===== src/core/tgs_consts.svh =====
`ifndef TGS_CONSTS_SVH
`define TGS_CONSTS_SVH

// Clock period of the controller clock, in nanoseconds.
`define TGS_CLK_PERIOD_NS   100
// Dropout observation interval as printed, in nanoseconds.
`define TGS_DROPOUT_TIME_NS 27000
// Observation interval in controller cycles, rounded up.
`define TGS_DROPOUT_CYCLES \
  ((`TGS_DROPOUT_TIME_NS + `TGS_CLK_PERIOD_NS - 1) / `TGS_CLK_PERIOD_NS)

// Mode control field positions and the pattern that selects the mode.
`define TGS_MODE_B7         7
`define TGS_MODE_B6         6
`define TGS_MODE_B4         4
`define TGS_MODE_B3         3
`define TGS_MODE_PATTERN    4'h4
// Channel enable field of the current registers starts at bit 5.
`define TGS_CH_LSB          5
// Number of LED channels.
`define TGS_NUM_CH          3

`endif


===== src/core/tgs_pkg.sv =====
package tgs_pkg;

  // Charge pump gain.
  typedef enum logic [1:0] {
    TGS_GAIN_1X  = 2'h0,
    TGS_GAIN_15X = 2'h1,
    TGS_GAIN_2X  = 2'h2
  } tgs_gain_t;

  // Sequencer states.
  typedef enum logic [1:0] {
    TGS_ST_IDLE  = 2'h0,
    TGS_ST_START = 2'h1,
    TGS_ST_REG   = 2'h2,
    TGS_ST_BOOST = 2'h3
  } tgs_state_t;

endpackage


===== src/core/tgs_ctrl.sv =====
`timescale 1ns/1ps
`default_nettype none
`include "tgs_consts.svh"

// ----------------------------------------------------------------------
// Torch gain step controller
// ----------------------------------------------------------------------
module tgs_ctrl #(
  parameter int NUM_CH          = `TGS_NUM_CH,
  parameter int DROPOUT_CYCLES  = `TGS_DROPOUT_CYCLES,
  parameter int CNT_W           = 16
) (
  // Clock and synchronous reset.
  input  wire logic              clk_sys_in,
  input  wire logic              rst_in,
  // Register contents from the bus logic, same clock domain.
  input  wire logic [7:0]        mode_control_reg_in,
  input  wire logic [7:0]        torch_current_reg_in,
  input  wire logic [7:0]        flash_current_reg_in,
  // Analog comparator flags, asynchronous.
  input  wire logic              vout_at_limit_in,
  input  wire logic              vout_sense_open_in,
  input  wire logic              vout_short_in,
  input  wire logic              temp_above_hi_in,
  input  wire logic              temp_below_lo_in,
  input  wire logic [NUM_CH-1:0] led_below_220_in,
  input  wire logic [NUM_CH-1:0] led_below_180_in,
  input  wire logic [NUM_CH-1:0] led_short_cmp_in,
  // Pump control.
  output var  logic              pump_on_out,
  output var  logic [1:0]        gain_out,
  output var  logic              vdo_sel_220_out,
  output var  logic              current_limit_out,
  output var  logic              out_disconnect_out,
  // Channel drivers and status.
  output var  logic [NUM_CH-1:0] led_en_out,
  output var  logic [NUM_CH-1:0] led_shorted_out,
  output var  logic              standby_out,
  output var  logic              thermal_off_out,
  output var  logic              hetm_active_out
);

  // --------------------------------------------------------------------
  // Elaboration checks
  // --------------------------------------------------------------------

  // The channel field is three bits wide, so at most three channels.
  if (NUM_CH < 1 || NUM_CH > 3) begin : g_bad_ch
    $error("NUM_CH must be 1 to 3");
  end
  // The counter must be able to hold the whole interval.
  if (DROPOUT_CYCLES < 1 || DROPOUT_CYCLES >= (2 ** CNT_W)) begin : g_bad_cnt
    $error("DROPOUT_CYCLES does not fit CNT_W");
  end

  // --------------------------------------------------------------------
  // Declarations
  // --------------------------------------------------------------------

  localparam logic [CNT_W-1:0] CNT_LAST = CNT_W'(DROPOUT_CYCLES - 1);

  logic                 at_limit_s;     // Output at its 4.5V limit.
  logic                 sense_open_s;   // Output sense pin open.
  logic                 out_short_s;    // Output shorted.
  logic                 temp_hi_s;      // Junction above upper trip.
  logic                 temp_lo_s;      // Junction below lower trip.
  logic [NUM_CH-1:0]    below_220_s;    // Pin below 220mV per channel.
  logic [NUM_CH-1:0]    below_180_s;    // Pin below 180mV per channel.
  logic [NUM_CH-1:0]    short_cmp_s;    // Output minus pin below 200mV.
  logic [NUM_CH-1:0]    ch_sel;         // Channels software asked for.
  logic [NUM_CH-1:0]    ch_live;        // Selected and not shorted.
  logic [NUM_CH-1:0]    below_sel;      // Pin below current threshold.
  logic                 mode_hit;       // Mode field holds the pattern.
  logic                 standby;        // Either channel field empty.
  logic                 run_ok;         // All conditions to run hold.
  logic                 dropout;        // Some live channel in dropout.
  logic                 cnt_done;       // Observation interval over.
  tgs_pkg::tgs_state_t  state_reg;
  tgs_pkg::tgs_state_t  state_next;
  tgs_pkg::tgs_gain_t   gain_reg;
  logic [CNT_W-1:0]     cnt_reg;

  // --------------------------------------------------------------------
  // Input synchronisers
  // --------------------------------------------------------------------

  // Every comparator flag crosses two flops before any logic reads it.
  tgs_sync #(
    .W (5 + 3 * NUM_CH)
  ) u_sync (
    .clk_sys_in (clk_sys_in),
    .rst_in     (rst_in),
    .async_in   ({vout_at_limit_in, vout_sense_open_in, vout_short_in,
                  temp_above_hi_in, temp_below_lo_in,
                  led_below_220_in, led_below_180_in, led_short_cmp_in}),
    .sync_out   ({at_limit_s, sense_open_s, out_short_s,
                  temp_hi_s, temp_lo_s,
                  below_220_s, below_180_s, short_cmp_s})
  );

  // --------------------------------------------------------------------
  // Mode decode
  // --------------------------------------------------------------------

  // Only the exact pattern on bits 7, 6, 4 and 3 selects this mode.
  assign mode_hit = ({mode_control_reg_in[`TGS_MODE_B7],
                      mode_control_reg_in[`TGS_MODE_B6],
                      mode_control_reg_in[`TGS_MODE_B4],
                      mode_control_reg_in[`TGS_MODE_B3]}
                     == `TGS_MODE_PATTERN);

  // An empty channel field in either current register means standby.
  assign standby =
    (torch_current_reg_in[`TGS_CH_LSB +: 3] == 3'h0) ||
    (flash_current_reg_in[`TGS_CH_LSB +: 3] == 3'h0);

  // Channel enables come from the upper bits of the torch register.
  assign ch_sel = torch_current_reg_in[`TGS_CH_LSB +: NUM_CH];

  // Running needs the mode, a channel, no thermal trip and a sense pin.
  // The synchronised hot flag is included too, so the cycle before the
  // registered trip can never start a fresh charge.
  assign run_ok = mode_hit && !standby && !thermal_off_out && !temp_hi_s &&
                  !sense_open_s;

  // --------------------------------------------------------------------
  // Per-channel dropout selection and short handling
  // --------------------------------------------------------------------

  // Each channel is judged on its own, so a short on one never touches
  // the others. An open LED has no comparator here on purpose: it only
  // lifts its own pin, which can never start the pump.
  for (genvar i = 0; i < NUM_CH; i++) begin : g_ch
    // Threshold follows the gain: 220mV at 1x, 180mV above.
    assign below_sel[i] = (gain_reg == tgs_pkg::TGS_GAIN_1X) ?
                          below_220_s[i] : below_180_s[i];
    // Shorted channels drop out of the dropout decision.
    assign ch_live[i] = ch_sel[i] && !led_shorted_out[i];

    // A short latches until the channel field empties; a new short in
    // the same cycle as the clear still wins.
    always_ff @(posedge clk_sys_in) begin
      if (rst_in) begin
        led_shorted_out[i] <= 1'b0;
      end else if (short_cmp_s[i] && (state_reg == tgs_pkg::TGS_ST_REG ||
                   state_reg == tgs_pkg::TGS_ST_BOOST)) begin
        led_shorted_out[i] <= 1'b1;
      end else if (standby) begin
        led_shorted_out[i] <= 1'b0;
      end
    end
  end

  // Any live channel below its threshold calls for charge.
  assign dropout = |(below_sel & ch_live);

  // The interval ends on its last count.
  assign cnt_done = (cnt_reg == CNT_LAST);

  // --------------------------------------------------------------------
  // Sequencer
  // --------------------------------------------------------------------

  // Next-state logic; the output limit ends any pumping phase.
  always_comb begin
    state_next = state_reg;
    case (state_reg)
      tgs_pkg::TGS_ST_IDLE: begin
        // Entry always begins with a charge to the limit.
        if (run_ok) begin
          state_next = tgs_pkg::TGS_ST_START;
        end
      end
      tgs_pkg::TGS_ST_START: begin
        // LEDs wait until the output has reached 4.5V.
        if (!run_ok) begin
          state_next = tgs_pkg::TGS_ST_IDLE;
        end else if (at_limit_s) begin
          state_next = tgs_pkg::TGS_ST_REG;
        end
      end
      tgs_pkg::TGS_ST_REG: begin
        // Restart only when a pin sags and the output has headroom.
        if (!run_ok) begin
          state_next = tgs_pkg::TGS_ST_IDLE;
        end else if (dropout && !at_limit_s) begin
          state_next = tgs_pkg::TGS_ST_BOOST;
        end
      end
      tgs_pkg::TGS_ST_BOOST: begin
        // Limit reached at any gain stops the pump at once.
        if (!run_ok) begin
          state_next = tgs_pkg::TGS_ST_IDLE;
        end else if (at_limit_s) begin
          state_next = tgs_pkg::TGS_ST_REG;
        end
      end
      default: begin
        state_next = tgs_pkg::TGS_ST_IDLE;
      end
    endcase
  end

  // State register.
  always_ff @(posedge clk_sys_in) begin
    if (rst_in) begin
      state_reg <= tgs_pkg::TGS_ST_IDLE;
    end else begin
      state_reg <= state_next;
    end
  end

  // --------------------------------------------------------------------
  // Dropout observation counter
  // --------------------------------------------------------------------

  // Counts only while boosting; any other state, a gain step, or the end
  // of an interval starts it again from zero, so each gain gets a full
  // interval.
  always_ff @(posedge clk_sys_in) begin
    if (rst_in) begin
      cnt_reg <= '0;
    end else if (state_next != tgs_pkg::TGS_ST_BOOST ||
                 state_reg != tgs_pkg::TGS_ST_BOOST || cnt_done) begin
      cnt_reg <= '0;
    end else begin
      cnt_reg <= cnt_reg + CNT_W'(1);
    end
  end

  // --------------------------------------------------------------------
  // Gain control
  // --------------------------------------------------------------------

  // Gain starts at 1x on each entry, climbs one step per failed
  // interval and stays at 2x once there. An output short pins it to
  // 1x, which is also the only gain with the hard current limit.
  always_ff @(posedge clk_sys_in) begin
    if (rst_in) begin
      gain_reg <= tgs_pkg::TGS_GAIN_1X;
    end else if (out_short_s) begin
      gain_reg <= tgs_pkg::TGS_GAIN_1X;
    end else if (state_reg == tgs_pkg::TGS_ST_IDLE) begin
      gain_reg <= tgs_pkg::TGS_GAIN_1X;
    end else if (state_reg == tgs_pkg::TGS_ST_BOOST &&
                 state_next == tgs_pkg::TGS_ST_BOOST &&
                 cnt_done && dropout) begin
      case (gain_reg)
        tgs_pkg::TGS_GAIN_1X: begin
          gain_reg <= tgs_pkg::TGS_GAIN_15X;
        end
        tgs_pkg::TGS_GAIN_15X: begin
          gain_reg <= tgs_pkg::TGS_GAIN_2X;
        end
        default: begin
          gain_reg <= tgs_pkg::TGS_GAIN_2X;
        end
      endcase
    end
  end

  // --------------------------------------------------------------------
  // Thermal hysteresis
  // --------------------------------------------------------------------

  // Trip above the upper threshold, release only below the lower one;
  // between them the flag holds, which stops chatter at the trip point.
  always_ff @(posedge clk_sys_in) begin
    if (rst_in) begin
      thermal_off_out <= 1'b0;
    end else if (temp_hi_s) begin
      thermal_off_out <= 1'b1;
    end else if (temp_lo_s) begin
      thermal_off_out <= 1'b0;
    end
  end

  // --------------------------------------------------------------------
  // Registered outputs
  // --------------------------------------------------------------------

  // Pump runs while charging up or boosting, never at the limit.
  always_ff @(posedge clk_sys_in) begin
    if (rst_in) begin
      pump_on_out <= 1'b0;
    end else begin
      pump_on_out <= (state_next == tgs_pkg::TGS_ST_START ||
                      state_next == tgs_pkg::TGS_ST_BOOST) &&
                     !at_limit_s;
    end
  end

  // Gain and threshold selection mirror the gain register.
  always_ff @(posedge clk_sys_in) begin
    if (rst_in) begin
      gain_out        <= 2'h0;
      vdo_sel_220_out <= 1'b1;
    end else begin
      gain_out        <= gain_reg;
      vdo_sel_220_out <= (gain_reg == tgs_pkg::TGS_GAIN_1X);
    end
  end

  // Fault responses: open sense disconnects, short limits current.
  always_ff @(posedge clk_sys_in) begin
    if (rst_in) begin
      out_disconnect_out <= 1'b0;
      current_limit_out  <= 1'b0;
    end else begin
      out_disconnect_out <= sense_open_s;
      current_limit_out  <= out_short_s;
    end
  end

  // Drivers are on only while regulating or boosting, for selected healthy channels.
  always_ff @(posedge clk_sys_in) begin
    if (rst_in) begin
      led_en_out <= '0;
    end else if (state_next == tgs_pkg::TGS_ST_REG ||
                 state_next == tgs_pkg::TGS_ST_BOOST) begin
      led_en_out <= ch_sel & ~led_shorted_out &
                    ~(short_cmp_s & ch_sel);
    end else begin
      led_en_out <= '0;
    end
  end

  // Status flags.
  always_ff @(posedge clk_sys_in) begin
    if (rst_in) begin
      standby_out     <= 1'b0;
      hetm_active_out <= 1'b0;
    end else begin
      standby_out     <= standby;
      hetm_active_out <= (state_next != tgs_pkg::TGS_ST_IDLE);
    end
  end

endmodule

`default_nettype wire


===== src/core/tgs_sync.sv =====
`timescale 1ns/1ps
`default_nettype none

// ----------------------------------------------------------------------
// Two-stage synchroniser for comparator levels
// ----------------------------------------------------------------------
module tgs_sync #(
  parameter int W = 1
) (
  // Clock and reset.
  input  wire logic         clk_sys_in,
  input  wire logic         rst_in,
  // Asynchronous levels in, synchronised levels out.
  input  wire logic [W-1:0] async_in,
  output var  logic [W-1:0] sync_out
);

  // First stage; only the second stage reads it.
  logic [W-1:0] meta_reg;

  // Both stages reset low so no fault is seen before the first sample.
  always_ff @(posedge clk_sys_in) begin
    if (rst_in) begin
      meta_reg <= '0;
      sync_out <= '0;
    end else begin
      meta_reg <= async_in;
      sync_out <= meta_reg;
    end
  end

endmodule

`default_nettype wire


===== config.mk =====
export PLATFORM = sky130hd
export DESIGN_NAME = tgs_ctrl
export DESIGN_NICKNAME = d
export VERILOG_FILES = /design/src/core/tgs_pkg.sv /design/src/core/tgs_ctrl.sv /design/src/core/tgs_sync.sv
export VERILOG_INCLUDE_DIRS = /design/src /design/src/core
export SDC_FILE = /design/constraint.sdc
export NUM_CORES = 1
export LEC_CHECK = 0
export ABC_AREA = 0
export BUFFER_PORTS_ARGS = -buffer_cell sky130_fd_sc_hd__buf_2
export CORE_MARGIN = 5
export CORE_UTILIZATION = 25
export DETAILED_ROUTE_END_ITERATION = 6
export HOLD_SLACK_MARGIN = 0.03
export PLACE_DENSITY = 0.54
export SLEW_MARGIN = 20
export SYNTH_ARGS = -nofsm -noshare
export SYNTH_HDL_FRONTEND = slang
export SYNTH_HIERARCHICAL = 1
export SYNTH_SLANG_ARGS = --single-unit

===== constraint.sdc =====
create_clock -name clk_sys_in -period 4.3 [get_ports clk_sys_in]
set_input_delay 0.43 -clock clk_sys_in [delete_from_list [all_inputs] [get_ports clk_sys_in]]
set_output_delay 0.43 -clock clk_sys_in [all_outputs]
set_load 0.01 [all_outputs]

; ---- After elaboration in Yosys (flattened, before gate mapping)
; Cells that the tools add are included.
[op_classes]
n_addsub = 1
n_eq_ne = 10
n_mux = 16
n_bitwise = 7
reduce_logical = 43
[op_table]
columns = cell, n
row1 = "16-bit by 1-bit adder with 16-bit output, second input constant", 1
row2 = "16-bit by 9-bit == test with 1-bit output, second input constant", 1
row3 = 1-bit logical AND, 15
row4 = 3-bit bitwise AND, 4
row5 = 2-bit 2-to-1 mux, 6
row6 = 2-bit nonzero test, 5
row7 = 1-bit 2-to-1 mux, 9
row8 = "2-bit == test, second input constant", 4
row9 = 1-bit zero test, 8
row10 = 3-bit zero test, 2
row11 = 1-bit logical OR, 6
row12 = 3-bit NOT, 2
row13 = 2-bit one-hot mux with 3 select lines, 1
row14 = 2-bit OR reduction, 3
row15 = 3-bit OR reduction, 2
row16 = "2-bit by 1-bit == test with 1-bit output, second input constant", 2
row17 = "4-bit by 3-bit == test with 1-bit output, second input constant", 1
row18 = 2-bit zero test, 2
row19 = "2-bit != test, second input constant", 2
row20 = 1-bit NOT, 1
[totals]
regBits = 63
in_bits = 40
output_inout_bits = 15
word_cells = 94

; ---- Depth between registers and ports, before layout
; Gate-level depths: netlist (run 1).
[logic_depth]
ltp_word = 13
depth_mapped = 7
ltp_nobuf = 7

; ---- Modules after synthesis
; The synthesis (run 1) kept the hierarchy.
[by_module_without_submodules]
columns = mod, n_inst, cells_per_inst, area_each_um2, seq_area_each_um2
row1 = tgs_ctrl, 1, 155, 1461.4, 700.7
row2 = tgs_sync, 1, 58, 778.2, 560.5

; ---- Least setup slack after synthesis (run 1)
; Ideal clock, no wire load.
[synth_path]
kind = input-to-reg
startpoint = input port torch_current_reg_in[6]
endpoint = register pump_on_out
setup_ps = 117
t_arrival_ps = 1413
required_ps = 4183
setup_slack_ps = 2770
path_stages = 5
n_path_buf = 0
cell_sequence = and2b_4 a2111oi_2 a31oi_1 o311a_1 nor2b_4
[synth_via]
elab_chain_cells = 12
word_cells_on_any_way = 20
cone_classes = eq/ne: 2 / mux: 5 / bitwise: 1 / reduce/logical: 12
[synth_rtl]
columns = item, line_no
row1 = from (decl), tgs_ctrl.sv:18  ; input wire logic [7:0] torch_current_reg_in,
row2 = 3-bit zero test, tgs_ctrl.sv:114  ; (torch_current_reg_in[`TGS_CH_LSB +: 3] == 3'h0) ||
row3 = 1-bit logical OR, tgs_ctrl.sv:114
row4 = 1-bit zero test, tgs_ctrl.sv:123  ; assign run_ok = mode_hit && !standby && !thermal_off_out && !temp_hi_s &&
row5 = 1-bit logical AND (4 in series), tgs_ctrl.sv:123
row6 = 2-bit 2-to-1 mux (on tied branches), "tgs_ctrl.sv:176, tgs_ctrl.sv:170, tgs_ctrl.sv:184"
row7 = 2-bit one-hot mux with 3 select lines *, tgs_ctrl.sv:167  ; case (state_reg)
row8 = 2-bit by 1-bit == test with 1-bit output or 2-bit == test (tied branches), "tgs_ctrl.sv:287, tgs_ctrl.sv:288"
row9 = 1-bit logical OR *, tgs_ctrl.sv:287  ; pump_on_out <= (state_next == tgs_pkg::TGS_ST_START ||
row10 = 1-bit logical AND *, tgs_ctrl.sv:288  ; state_next == tgs_pkg::TGS_ST_BOOST) &&
row11 = to (signal assigned), tgs_ctrl.sv:287
row12 = to (decl), tgs_ctrl.sv:30  ; output var logic pump_on_out,
; Mark *: on every way between the ends. The rest lies on a longest branch, timed or not.
; A chain may end at the register's enable or synchronous reset.

; ---- Worst setup path in the final report (run 1)
[layout_path]
startpoint = register thermal_off_out
endpoint = register led_en_out[0]
[layout_via]
elab_chain_cells = 10
word_cells_on_any_way = 13
cone_classes = eq/ne: 2 / mux: 4 / bitwise: 1 / reduce/logical: 6
[layout_rtl]
columns = item, line_no
row1 = from (decl), tgs_ctrl.sv:39  ; output var logic thermal_off_out,
row2 = from (signal assigned), tgs_ctrl.sv:270  ; thermal_off_out <= 1'b0;
row3 = from (signal assigned), tgs_ctrl.sv:272  ; thermal_off_out <= 1'b1;
row4 = from (signal assigned), tgs_ctrl.sv:274  ; thermal_off_out <= 1'b0;
row5 = 1-bit zero test *, tgs_ctrl.sv:123
row6 = 1-bit logical AND * (3 in series), tgs_ctrl.sv:123
row7 = 2-bit 2-to-1 mux (on tied branches), "tgs_ctrl.sv:176, tgs_ctrl.sv:170, tgs_ctrl.sv:184"
row8 = 2-bit one-hot mux with 3 select lines *, tgs_ctrl.sv:167
row9 = 2-bit == test (on tied branches), "tgs_ctrl.sv:319, tgs_ctrl.sv:320"
row10 = 1-bit logical OR *, tgs_ctrl.sv:319  ; end else if (state_next == tgs_pkg::TGS_ST_REG ||
row11 = 1-bit NOT (no source line) *, -
row12 = 2-bit OR reduction (no source line) *, -
row13 = to (signal assigned), tgs_ctrl.sv:321  ; led_en_out <= ch_sel & ~led_shorted_out &
row14 = to (decl), tgs_ctrl.sv:36  ; output var logic [NUM_CH-1:0] led_en_out,
; Marks and branches as above.

==> results of run 1 <==
-- how the worst min path moves through the flow --
stage	startpoint	end	slack (ns)	cells after the start
6_report	vout_sense_open_in	u_sync/meta_reg[12]	0.29	2
3_5_place_dp	u_sync/meta_reg[6]	u_sync/sync_out[6]	0.42	1
4_1_cts	led_below_220_in[2]	u_sync/meta_reg[8]	0.28	2
5_1_grt	vout_sense_open_in	u_sync/meta_reg[12]	0.26	2
2_1_floorplan	u_sync/sync_out[1]	led_en_out[1]	0.40	1
3_3_place_gp	u_sync/meta_reg[10]	u_sync/sync_out[10]	0.42	1
-- per-stage QoR --
step	power [uW]	worst slack (ns)	cells	hold WS (ns)	area, um2
after detailed placement	655	2.50	356	0.423	2530
final	1090	2.68	372	0.290	2710
after CTS	1110	2.65	372	0.276	2710
after floorplan	637	2.77	213	0.398	2240
after global placement	654	2.45	356	0.419	2530
after global routing	1140	2.46	372	0.263	2710
-- layer usage --
layer / part of all wire / GRT usage / vias to the layer above
met4: 0.030 / 0.0493 / 0
li1: - / - / 800
met2: 0.44 / 0.111 / 41
met5: 0 / 0 / -
met3: 0.081 / 0.0450 / 9
met1: 0.44 / 0.0909 / 680
-- area by class of cell --
| cell class | count | area [um2] |
|---|---|---|
| multi-input cells | 137 | 906 |
| flip-flops and latches | 63 | 1260 |
| repair buffers | 40 | 200 |
| clock buffers | 9 | 124 |
| clock inverters | 7 | 55.1 |
| fillers | 911 | 6010 |
| inverters | 8 | 30.0 |
| well taps | 108 | 135 |
-- kinds of logic after synthesis --
kind of cell | count (synthesis) | share of synthesized area
AND/OR/NAND/NOR | 109 | 0.294
adder cells (fa/ha/maj) | 2 | 0.0112
XOR/XNOR | 14 | 0.0547
flip-flops | 63 | 0.563
AO/OA/AOI/OAI | 11 | 0.0402
buffers and inverters | 13 | 0.0324
multiplexers | 1 | 0.00447
-- synth_stat cells (2+ instances only) --
cell type  number
nand3_1         8
inv_1           8
xnor2_1         8
nor2b_1        23
and2b_2         8
ha_1            2
xor2_1          6
dfxtp_1        63
nor3_1          2
and3_1          5
nor2_1         30
nand4_1         3
buf_6           3
nor3b_1         2
and3b_1         2
nor4b_1         3
nand2_1        12
a22oi_1         3
-- worst register-to-register path, cell delays in order, from the launching register on --
cell and delay (ns):
dfxtp_1 0.33, nor4b_2 0.26, nand2_1 0.14, nor3_4 0.24, nand2_1 0.19, nor4b_1 0.34
-- report_power, final --
group	switching, uW	total, uW	leakage [uW]	internal, uW
Sequential	4.32	601	0.000514	597
Combinational	17.4	38.9	0.000480	21.4
Clock	238	451	0.0000862	213
Total	260	1090	0.00108	832
-- placed cells by master (no fill, tap or decap), types with 3 or more instances in the layout --
cell type / synthesis / layout
dfxtp_1: 63 / 63
buf_2: 0 / 40
nor2_1: 30 / 30
nor2b_1: 23 / 23
nand2_1: 12 / 12
clkbuf_8: 0 / 9
inv_1: 8 / 8
nand3_1: 8 / 8
xnor2_1: 8 / 8
and2b_2: 8 / 8
xor2_1: 6 / 6
and3_1: 5 / 5
nor4b_1: 3 / 3
nand4_1: 3 / 3
a22oi_1: 3 / 3
==> flow_metrics.env, run 1 <==
export IMPL_cp_slowest_cell="nor4b_1"
export IMPL_grt_pass1_wl_mm=6.67
export IMPL_post_dp_hpwl_mm=2.87
export IMPL_hp_class="primary input to register"
export IMPL_rsz0062_at_grt="no"
export IMPL_drtAntennaViolNets=0
export IMPL_start_util=0.257
export IMPL_ctsResizeCount=0
export IMPL_maxCapViolCount=0
export IMPL_die_h_um=105
export IMPL_synth_nets=255
export IMPL_setup_viol=0
export IMPL_worst_r2r_cell_count=5
export IMPL_numCtsBuffers=9
export IMPL_powerDensity_mw_per_mm2=403
export IMPL_ys_async_sr_fraction=0
export IMPL_synthDominantCellAreaShare=0.563
export IMPL_clockBufferDepth=2
export IMPL_grt_max_degree=40
export IMPL_p_leak_uw=0.00108
export IMPL_fp_coreArea_mm2=0.00872
export IMPL_critical_path_most_common_cell="nand2_1"
export IMPL_clock_sinks=63
export IMPL_rows=34
export IMPL_synth_largest_area_cell="dfxtp_1"
export IMPL_critical_path_depth=5
export IMPL_postCtsSetupBuffers=0
export IMPL_n_antenna_cell=0
export IMPL_fin_setup_tns_ns=0
export IMPL_wl_per_cell_um=10.7
export IMPL_yosysSeqAreaShare=0.563
export IMPL_nets=301
export IMPL_place_congestion=0.754
export IMPL_required_ns=4.52
export IMPL_slew_violations=0
export IMPL_r2r_start="thermal_off_out"
export IMPL_cts_tree="done"
export IMPL_crit_path_max_incr_delay_ns=0.34
export IMPL_clkSlewWorstSetupHoldPaths_ns=0.08
export IMPL_worstSetupEndpointType="register"
export IMPL_synthesis_area_mm2=0.00224
export IMPL_synth_area_leaders="dfxtp_1, nor2b_1, nor2_1"
export IMPL_drive_gt1_frac=0.277
export IMPL_fmax_mhz=618
export IMPL_grt_pass1_vias=1448
export IMPL_relSlewSlack=0.572
export IMPL_die_area_mm2=0.0110
export IMPL_ys_ff_latch=63
export IMPL_clockRootBuffer="clkbuf_8"
export IMPL_syn_inst=213
export IMPL_io_pins=55
export IMPL_largest_reg_flops=16
export IMPL_path_max_fanout=4
export IMPL_synth_avg_cell_area_um2=10.5
export IMPL_synth_warnings=6
export IMPL_drc=0
export IMPL_synth_edf_count=0
export IMPL_synthDistinctLibCells=40
export IMPL_skew_ns=0.0108
export IMPL_r2r_end="led_en_out[0]"
export IMPL_dominantRegCellSynth="dfxtp_1"
export IMPL_crit_family="simple AND/OR/NAND/NOR gates"
export IMPL_r2r_setup_slack_ns=2.68
export IMPL_fin_crit_sh=0.376
export IMPL_drt_iter0_markers=22
export IMPL_worst_pin_slew_ns=0.643
export IMPL_vdd_ir_drop_worst_mv=0.167
export IMPL_area_delta_synth_final_pct=21.1
export IMPL_critical_path_buf_inv_count=0
export IMPL_antenna_found_initial=0
export IMPL_drt_wl_total_mm=3.97
export IMPL_die_w_um=105
export IMPL_post_route_min_period_ns=1.62
export IMPL_cts_hold_buffers_added=0
export IMPL_port_buffers=40
export IMPL_via_per_inst=4.11
export IMPL_finalHoldViolations=0
export IMPL_clk_latency_ns=0.34
export IMPL_globalRouteTotalUtil=0.0787
export IMPL_num_vias=1530
export IMPL_crit_start="thermal_off_out"
export IMPL_endpoint="led_en_out[0]"
export IMPL_h_tree_depth=3
export IMPL_crit_type="register to register"
export IMPL_start_kind="register"
export IMPL_status="completed"
export IMPL_fin_util=0.311
export IMPL_crit_chain="nor4b_2, nand2_1, nor3_4, nand2_1, nor4b_1"
export IMPL_dr_pass1_iters=4
export IMPL_gr_total_overflow=0
export IMPL_crit_arrival_ns=1.84
No activity file was read; power rests on OpenSTA's default activity.
==> run 2: changes to the inputs <==
--- a/config.mk
+++ b/config.mk
@@ -6,13 +6,13 @@
 export SDC_FILE = /design/constraint.sdc
 export NUM_CORES = 1
 export LEC_CHECK = 0
-export ABC_AREA = 0
+export ABC_AREA = 1
 export BUFFER_PORTS_ARGS = -buffer_cell sky130_fd_sc_hd__buf_2
 export CORE_MARGIN = 5
 export CORE_UTILIZATION = 25
 export DETAILED_ROUTE_END_ITERATION = 6
 export HOLD_SLACK_MARGIN = 0.03
-export PLACE_DENSITY = 0.54
+export PLACE_DENSITY = 0.55
 export SLEW_MARGIN = 20
 export SYNTH_ARGS = -nofsm -noshare
 export SYNTH_HDL_FRONTEND = slang
==> constraint.sdc (replaced) <==
create_clock -name clk_sys_in -period 1.42 [get_ports clk_sys_in]
set_input_delay 0.142 -clock clk_sys_in [delete_from_list [all_inputs] [get_ports clk_sys_in]]
set_output_delay 0.142 -clock clk_sys_in [all_outputs]
set_load 0.01 [all_outputs]
==> flow_metrics.env, run 2 <==
export IMPL_status="completed"
export IMPL_crit_arrival_ns=1.61
export IMPL_fin_crit_sh=0.976
export IMPL_port_buffers=40
export IMPL_synth_warnings=6
export IMPL_r2r_end="cnt_reg[15]"
export IMPL_syn_inst=308
export IMPL_antenna_found_initial=0
export IMPL_rows=36
export IMPL_grt_pass1_wl_mm=7.91
export IMPL_start_util=0.254
export IMPL_worst_pin_slew_ns=0.352
export IMPL_worst_r2r_cell_count=8
export IMPL_setup_viol=0
export IMPL_synthSimpleGateAreaFrac=0.306
export IMPL_slew_violations=0
export IMPL_synth_area_leaders="dfxtp_1, nor2_1, inv_1"
export IMPL_clk_latency_ns=0.34
export IMPL_r2r_setup_slack_ns=0.03
export IMPL_fmax_mhz=722
export IMPL_wl_per_cell_um=9.36
export IMPL_muxShareOfSynthArea=0
export IMPL_grt_max_degree=36
export IMPL_ys_ff_latch=63
export IMPL_largest_reg_flops=16
export IMPL_num_vias=1975
export IMPL_fp_coreArea_mm2=0.00968
export IMPL_hold_path_cell_count=3
export IMPL_place_congestion=0.754
export IMPL_grt_pass1_vias=1828
export IMPL_crit_type="register to register"
export IMPL_synthDominantCellAreaShare=0.513
export IMPL_globalRouteTotalUtil=0.0859
export IMPL_rsz0062_at_grt="yes"
export IMPL_drt_wl_total_mm=4.87
export IMPL_p_leak_uw=0.00143
export IMPL_die_area_mm2=0.0119
export IMPL_post_dp_hpwl_mm=3.38
export IMPL_drt_iter0_markers=38
export IMPL_synth_nets=350
export IMPL_seq_area_mm2=0.00127
export IMPL_hp_class="primary input to register"
export IMPL_multi_input_area_um2=995
export IMPL_fin_setup_tns_ns=0
export IMPL_r2r_start="cnt_reg[0]"
export IMPL_synth_adder_area_share=0.0102
export IMPL_dr_pass1_iters=4
export IMPL_nets=424
export IMPL_start_kind="register"
export IMPL_drtAntennaViolNets=0
export IMPL_clockBufferDepth=2
export IMPL_synth_avg_cell_area_um2=7.98
export IMPL_synth_xor_area_share=0.0321
export IMPL_synth_common_cells="dfxtp_1, nor2_1, inv_1, nand2_1"
export IMPL_synth_compound_area_frac=0.0254
export IMPL_die_w_um=109
export IMPL_worstSetupEndpointType="register"
export IMPL_numCtsBuffers=9
export IMPL_synthDistinctLibCells=29
export IMPL_maxCapViolCount=0
export IMPL_clockRootBuffer="clkbuf_8"
export IMPL_n_antenna_cell=0
export IMPL_clock_sinks=63
export IMPL_powerDensity_mw_per_mm2=1110
export IMPL_finalHoldViolations=0
export IMPL_required_ns=1.65
export IMPL_hp_start="torch_current_reg_in[7]"
export IMPL_ys_async_sr_fraction=0
export IMPL_h_tree_depth=3
export IMPL_via_per_inst=3.80
export IMPL_dominantRegCellSynth="dfxtp_1"
export IMPL_die_h_um=109
export IMPL_clkSlewWorstSetupHoldPaths_ns=0.07
export IMPL_cts_tree="done"
export IMPL_hold_end="led_en_out[2]"
export IMPL_final_cell_area_mm2=0.00337
export IMPL_nFillCells=1020
export IMPL_io_pins=55
export IMPL_drive_gt1_frac=0.307
export IMPL_synth_top_family_by_area="simple AND/OR/NAND/NOR gates"
export IMPL_synth_largest_area_cell="dfxtp_1"
export IMPL_path_max_fanout=4
export IMPL_yosysSeqAreaShare=0.513
export IMPL_vdd_ir_drop_worst_mv=0.734
export IMPL_synth_edf_count=0
export IMPL_drc=0
export IMPL_fin_util=0.348
export IMPL_gr_total_overflow=0
export IMPL_area_delta_synth_final_pct=36.9
export IMPL_post_dp_cell_area_mm2=0.00287
export IMPL_layout_common_cells="inv_1, nor2_1, dfxtp_1, nand2_1, buf_2"
export IMPL_post_route_min_period_ns=1.39
export IMPL_synthesis_area_mm2=0.00246
export IMPL_skew_ns=0.0120
export IMPL_relSlewSlack=0.765
[run 2: changes by cell type after synthesis, moves of 6 or more]
cell,change
and2b_2,-8
nor3_1,+6
nor2_1,+33
nor2_2,+13
nor2b_1,-23
inv_1,+51
nand2_1,+30
[run 2: worst max path at each step]
| stage | startpoint | endpoint | slack [ns] |
|---|---|---|---|
| after global routing | thermal_off_out | cnt_reg[14] | -0.06 |
| final | cnt_reg[0] | cnt_reg[15] | 0.03 |
| after CTS | cnt_reg[1] | cnt_reg[15] | 0.003 |
| after floorplan | cnt_reg[0] | cnt_reg[0] | 0.09 |
| after global placement | thermal_off_out | cnt_reg[12] | 0.02 |
| after detailed placement | thermal_off_out | cnt_reg[12] | -0.03 |
[run 2: cell families after synthesis]
group           Yosys count
buf+inv                  66
compound gates           11
simple gates            157
fa+ha+maj                 2
xor+xnor                  9
flops                    63
[run 2: where the power goes]
part           leakage [uW]  internal (uW)  switching (uW)  total [uW]
registers          0.000518           1810            12.0        1820
logic              0.000801           82.6            79.6         162
clock network      0.000114           1010             737        1750
total               0.00143           2900             829        3730
[run 2: cell type report]
class | count | area share
Clock inverter | 7 | 0.0309
Inverter | 61 | 0.0684
Sequential cell | 63 | 0.378
Clock buffer | 9 | 0.0368
Tap cell | 133 | 0.0494
Timing Repair Buffer | 68 | 0.141
Multi-Input combinational cell | 179 | 0.296
[run 2: worst max-delay path, cell delays in order (launching register included)]
cell	delay (ns)
dfxtp_2	0.33
buf_4	0.12
nand2_2	0.08
nor2_4	0.12
nand3_4	0.11
nor3_4	0.21
nand2_1	0.09
nor2_2	0.16
nor3_4	0.06
[run 2: per-stage QoR]
step           instances  hold WS (ns)  power (uW)  worst slack (ns)
2_1_floorplan        308         0.249        1940            0.0898
3_3_place_gp         487         0.341        1990            0.0223
3_5_place_dp         487         0.347        1990           -0.0265
4_1_cts              517        0.0526        3790           0.00287
5_1_grt              520        0.0576        3890           -0.0622
6_report             520        0.0707        3730            0.0341
[run 2: timing repair]
item | CTS | global route
cloned | 0 | 1
endpoints found under the setup margin | 3 | 18
endpoints found under the hold margin | 14 | 0
resized for setup | 1 | 25
hold buffers | 14 | 0
setup buffers | 0 | 2
pin swaps | 0 | 12
[run 2: metal layers]
metal	GRT usage	wire length, um	vias to the layer above	part of all wire
met3	0.0414	247	8	0.051
met2	0.139	2410	39	0.49
met1	0.0979	2150	860	0.44
met5	0	0	-	0
li1	-	-	1068	-
met4	0.0321	55	0	0.011
==> run 3: changes to the inputs <==
--- a/config.mk
+++ b/config.mk
@@ -13,7 +13,6 @@
 export DETAILED_ROUTE_END_ITERATION = 6
 export HOLD_SLACK_MARGIN = 0.03
 export PLACE_DENSITY = 0.55
-export SLEW_MARGIN = 20
 export SYNTH_ARGS = -nofsm -noshare
 export SYNTH_HDL_FRONTEND = slang
 export SYNTH_HIERARCHICAL = 1
==> constraint.sdc (replaced) <==
create_clock -name clk_sys_in -period 1.42 [get_ports clk_sys_in]
set_input_delay 0.142 -clock clk_sys_in [delete_from_list [all_inputs] [get_ports clk_sys_in]]
set_output_delay 0.142 -clock clk_sys_in [all_outputs]
set_load 0.1 [all_outputs]
==> flow_metrics.env, run 3 (same netlist as run 2, synthesis figures left out) <==
export IMPL_fmax_mhz=733
export IMPL_numCtsBuffers=9
export IMPL_hold_path_cell_count=3
export IMPL_globalRouteTotalUtil=0.0891
export IMPL_fin_util=0.351
export IMPL_setup_viol=0
export IMPL_r2r_start="u_sync/sync_out[10]"
export IMPL_start_kind="register"
export IMPL_combinationalPowerShare=0.061
export IMPL_fp_coreArea_mm2=0.00968
export IMPL_vdd_ir_drop_worst_mv=0.792
export IMPL_p_leak_uw=0.00142
export IMPL_h_tree_depth=3
export IMPL_crit_arrival_ns=1.64
export IMPL_hp_class="primary input to register"
export IMPL_seq_power_share=0.538
export IMPL_port_buffers=40
export IMPL_dr_pass1_iters=4
export IMPL_worst_r2r_cell_count=8
export IMPL_n_antenna_cell=0
export IMPL_die_area_mm2=0.0119
export IMPL_start_util=0.254
export IMPL_hold_end="led_en_out[2]"
export IMPL_post_route_min_period_ns=1.37
export IMPL_clkPwrFrac=0.401
export IMPL_clockRootBuffer="clkbuf_8"
export IMPL_drt_iter0_markers=58
export IMPL_grt_pass1_wl_mm=8.12
export IMPL_skew_ns=0.0106
export IMPL_post_dp_hpwl_mm=3.45
export IMPL_status="completed"
export IMPL_drive_gt1_frac=0.332
export IMPL_place_congestion=0.742
export IMPL_instances_no_fill=521
export IMPL_internal_power_uw=2520
export IMPL_placed_cells_incl_taps=488
export IMPL_cts_tree="done"
export IMPL_die_w_um=109
export IMPL_slew_violations=0
export IMPL_maxCapViolCount=0
export IMPL_drt_wl_total_mm=4.93
export IMPL_nets=425
export IMPL_swShare=0.253
export IMPL_antenna_found_initial=0
export IMPL_io_pins=55
export IMPL_required_ns=1.70
export IMPL_num_vias=1972
export IMPL_drtAntennaViolNets=0
export IMPL_clock_sinks=63
export IMPL_gr_total_overflow=0
export IMPL_worstSetupEndpointType="register"
export IMPL_rows=36
export IMPL_worst_pin_slew_ns=0.497
export IMPL_crit_type="register to register"
export IMPL_area_delta_synth_final_pct=38.1
export IMPL_die_h_um=109
export IMPL_drc=0
export IMPL_via_per_inst=3.79
export IMPL_final_common_cell="nor2_1"
export IMPL_clk_latency_ns=0.34
export IMPL_r2r_setup_slack_ns=0.05
export IMPL_relSlewSlack=0.671
export IMPL_r2r_end="cnt_reg[11]"
export IMPL_hp_start="torch_current_reg_in[7]"
export IMPL_largest_reg_flops=16
export IMPL_finalHoldViolations=0
export IMPL_finalPower_uw=3370
export IMPL_clockBufferDepth=2
export IMPL_fin_crit_sh=0.961
export IMPL_grt_pass1_vias=1828
export IMPL_layout_common_cells="nor2_1, inv_1, dfxtp_1, nand2_1, buf_2"
export IMPL_rsz0062_at_grt="yes"
export IMPL_crit_start="u_sync/sync_out[10]"
export IMPL_path_max_fanout=8
export IMPL_clkSlewWorstSetupHoldPaths_ns=0.08
export IMPL_grt_max_degree=30
export IMPL_powerDensity_mw_per_mm2=994
export IMPL_wl_per_cell_um=9.45
export IMPL_p_sw_uw=854
## run 3: critical path, stage by stage (launching register included)
cell and delay [ns]:
dfxtp_2 0.34, nor2_4 0.10, nand2_2 0.06, nor2_4 0.13
nand2_2 0.08, nor2_4 0.17, nand4_4 0.13, clkbuf_16 0.22
nor2_2 0.07
## run 3: how the worst max path moves through the flow
stage | endpoint | cells past startpoint
floorplan | cnt_reg[0] | 8
global placement | cnt_reg[13] | 8
detailed placement | cnt_reg[12] | 8
CTS | cnt_reg[15] | 8
global route | cnt_reg[13] | 8
finish | cnt_reg[11] | 8
## run 3: what timing repair did
| item | CTS | global route |
|---|---|---|
| hold buffers | 14 | 0 |
| endpoints found under the setup margin | 6 | 19 |
| hold endpoints to repair | 14 | 0 |
| buffers inserted | 0 | 2 |
| cloned | 0 | 1 |
| gates resized for setup | 1 | 40 |
| pin swaps | 1 | 12 |
## run 3: per-layer routing
layer,global-route usage,share of wire,vias to the layer above
li1,-,-,1071
met1,0.101,0.42,858
met2,0.144,0.50,33
met3,0.0438,0.059,10
met4,0.0347,0.017,0
met5,0,0,-
## run 3: final cells by class
type | count | area [um2]
Clock buffer | 9 | 124
Inverter | 61 | 230
Sequential cell | 63 | 1290
Tap cell | 133 | 166
Fill cell | 998 | 6290
Clock inverter | 7 | 48.8
Timing Repair Buffer | 69 | 489
Multi-Input combinational cell | 179 | 1050
## run 3: power groups by stage
stage / registers (uW) / clock network (uW) / logic [uW]
2_1_floorplan: 1890 / 0 / 78.6
3_3_place_gp: 1850 / 0 / 166
3_5_place_dp: 1850 / 0 / 168
4_1_cts: 1810 / 1420 / 198
5_1_grt: 1820 / 1500 / 229
6_report: 1820 / 1350 / 204
## run 3: stage by stage
| stage | worst slack (ns) | area, um2 | TNS, ns | hold WS, ns |
|---|---|---|---|---|
| finish | 0.0549 | 3400 | 0 | 0.0603 |
| global route | -0.0521 | 3400 | -0.567 | 0.0393 |
| CTS | 0.0112 | 3210 | 0 | 0.0426 |
| detailed placement | -0.0488 | 2890 | -0.101 | 0.348 |
| global placement | -0.00655 | 2890 | -0.0175 | 0.341 |
| floorplan | 0.00255 | 2480 | 0 | 0.249 |
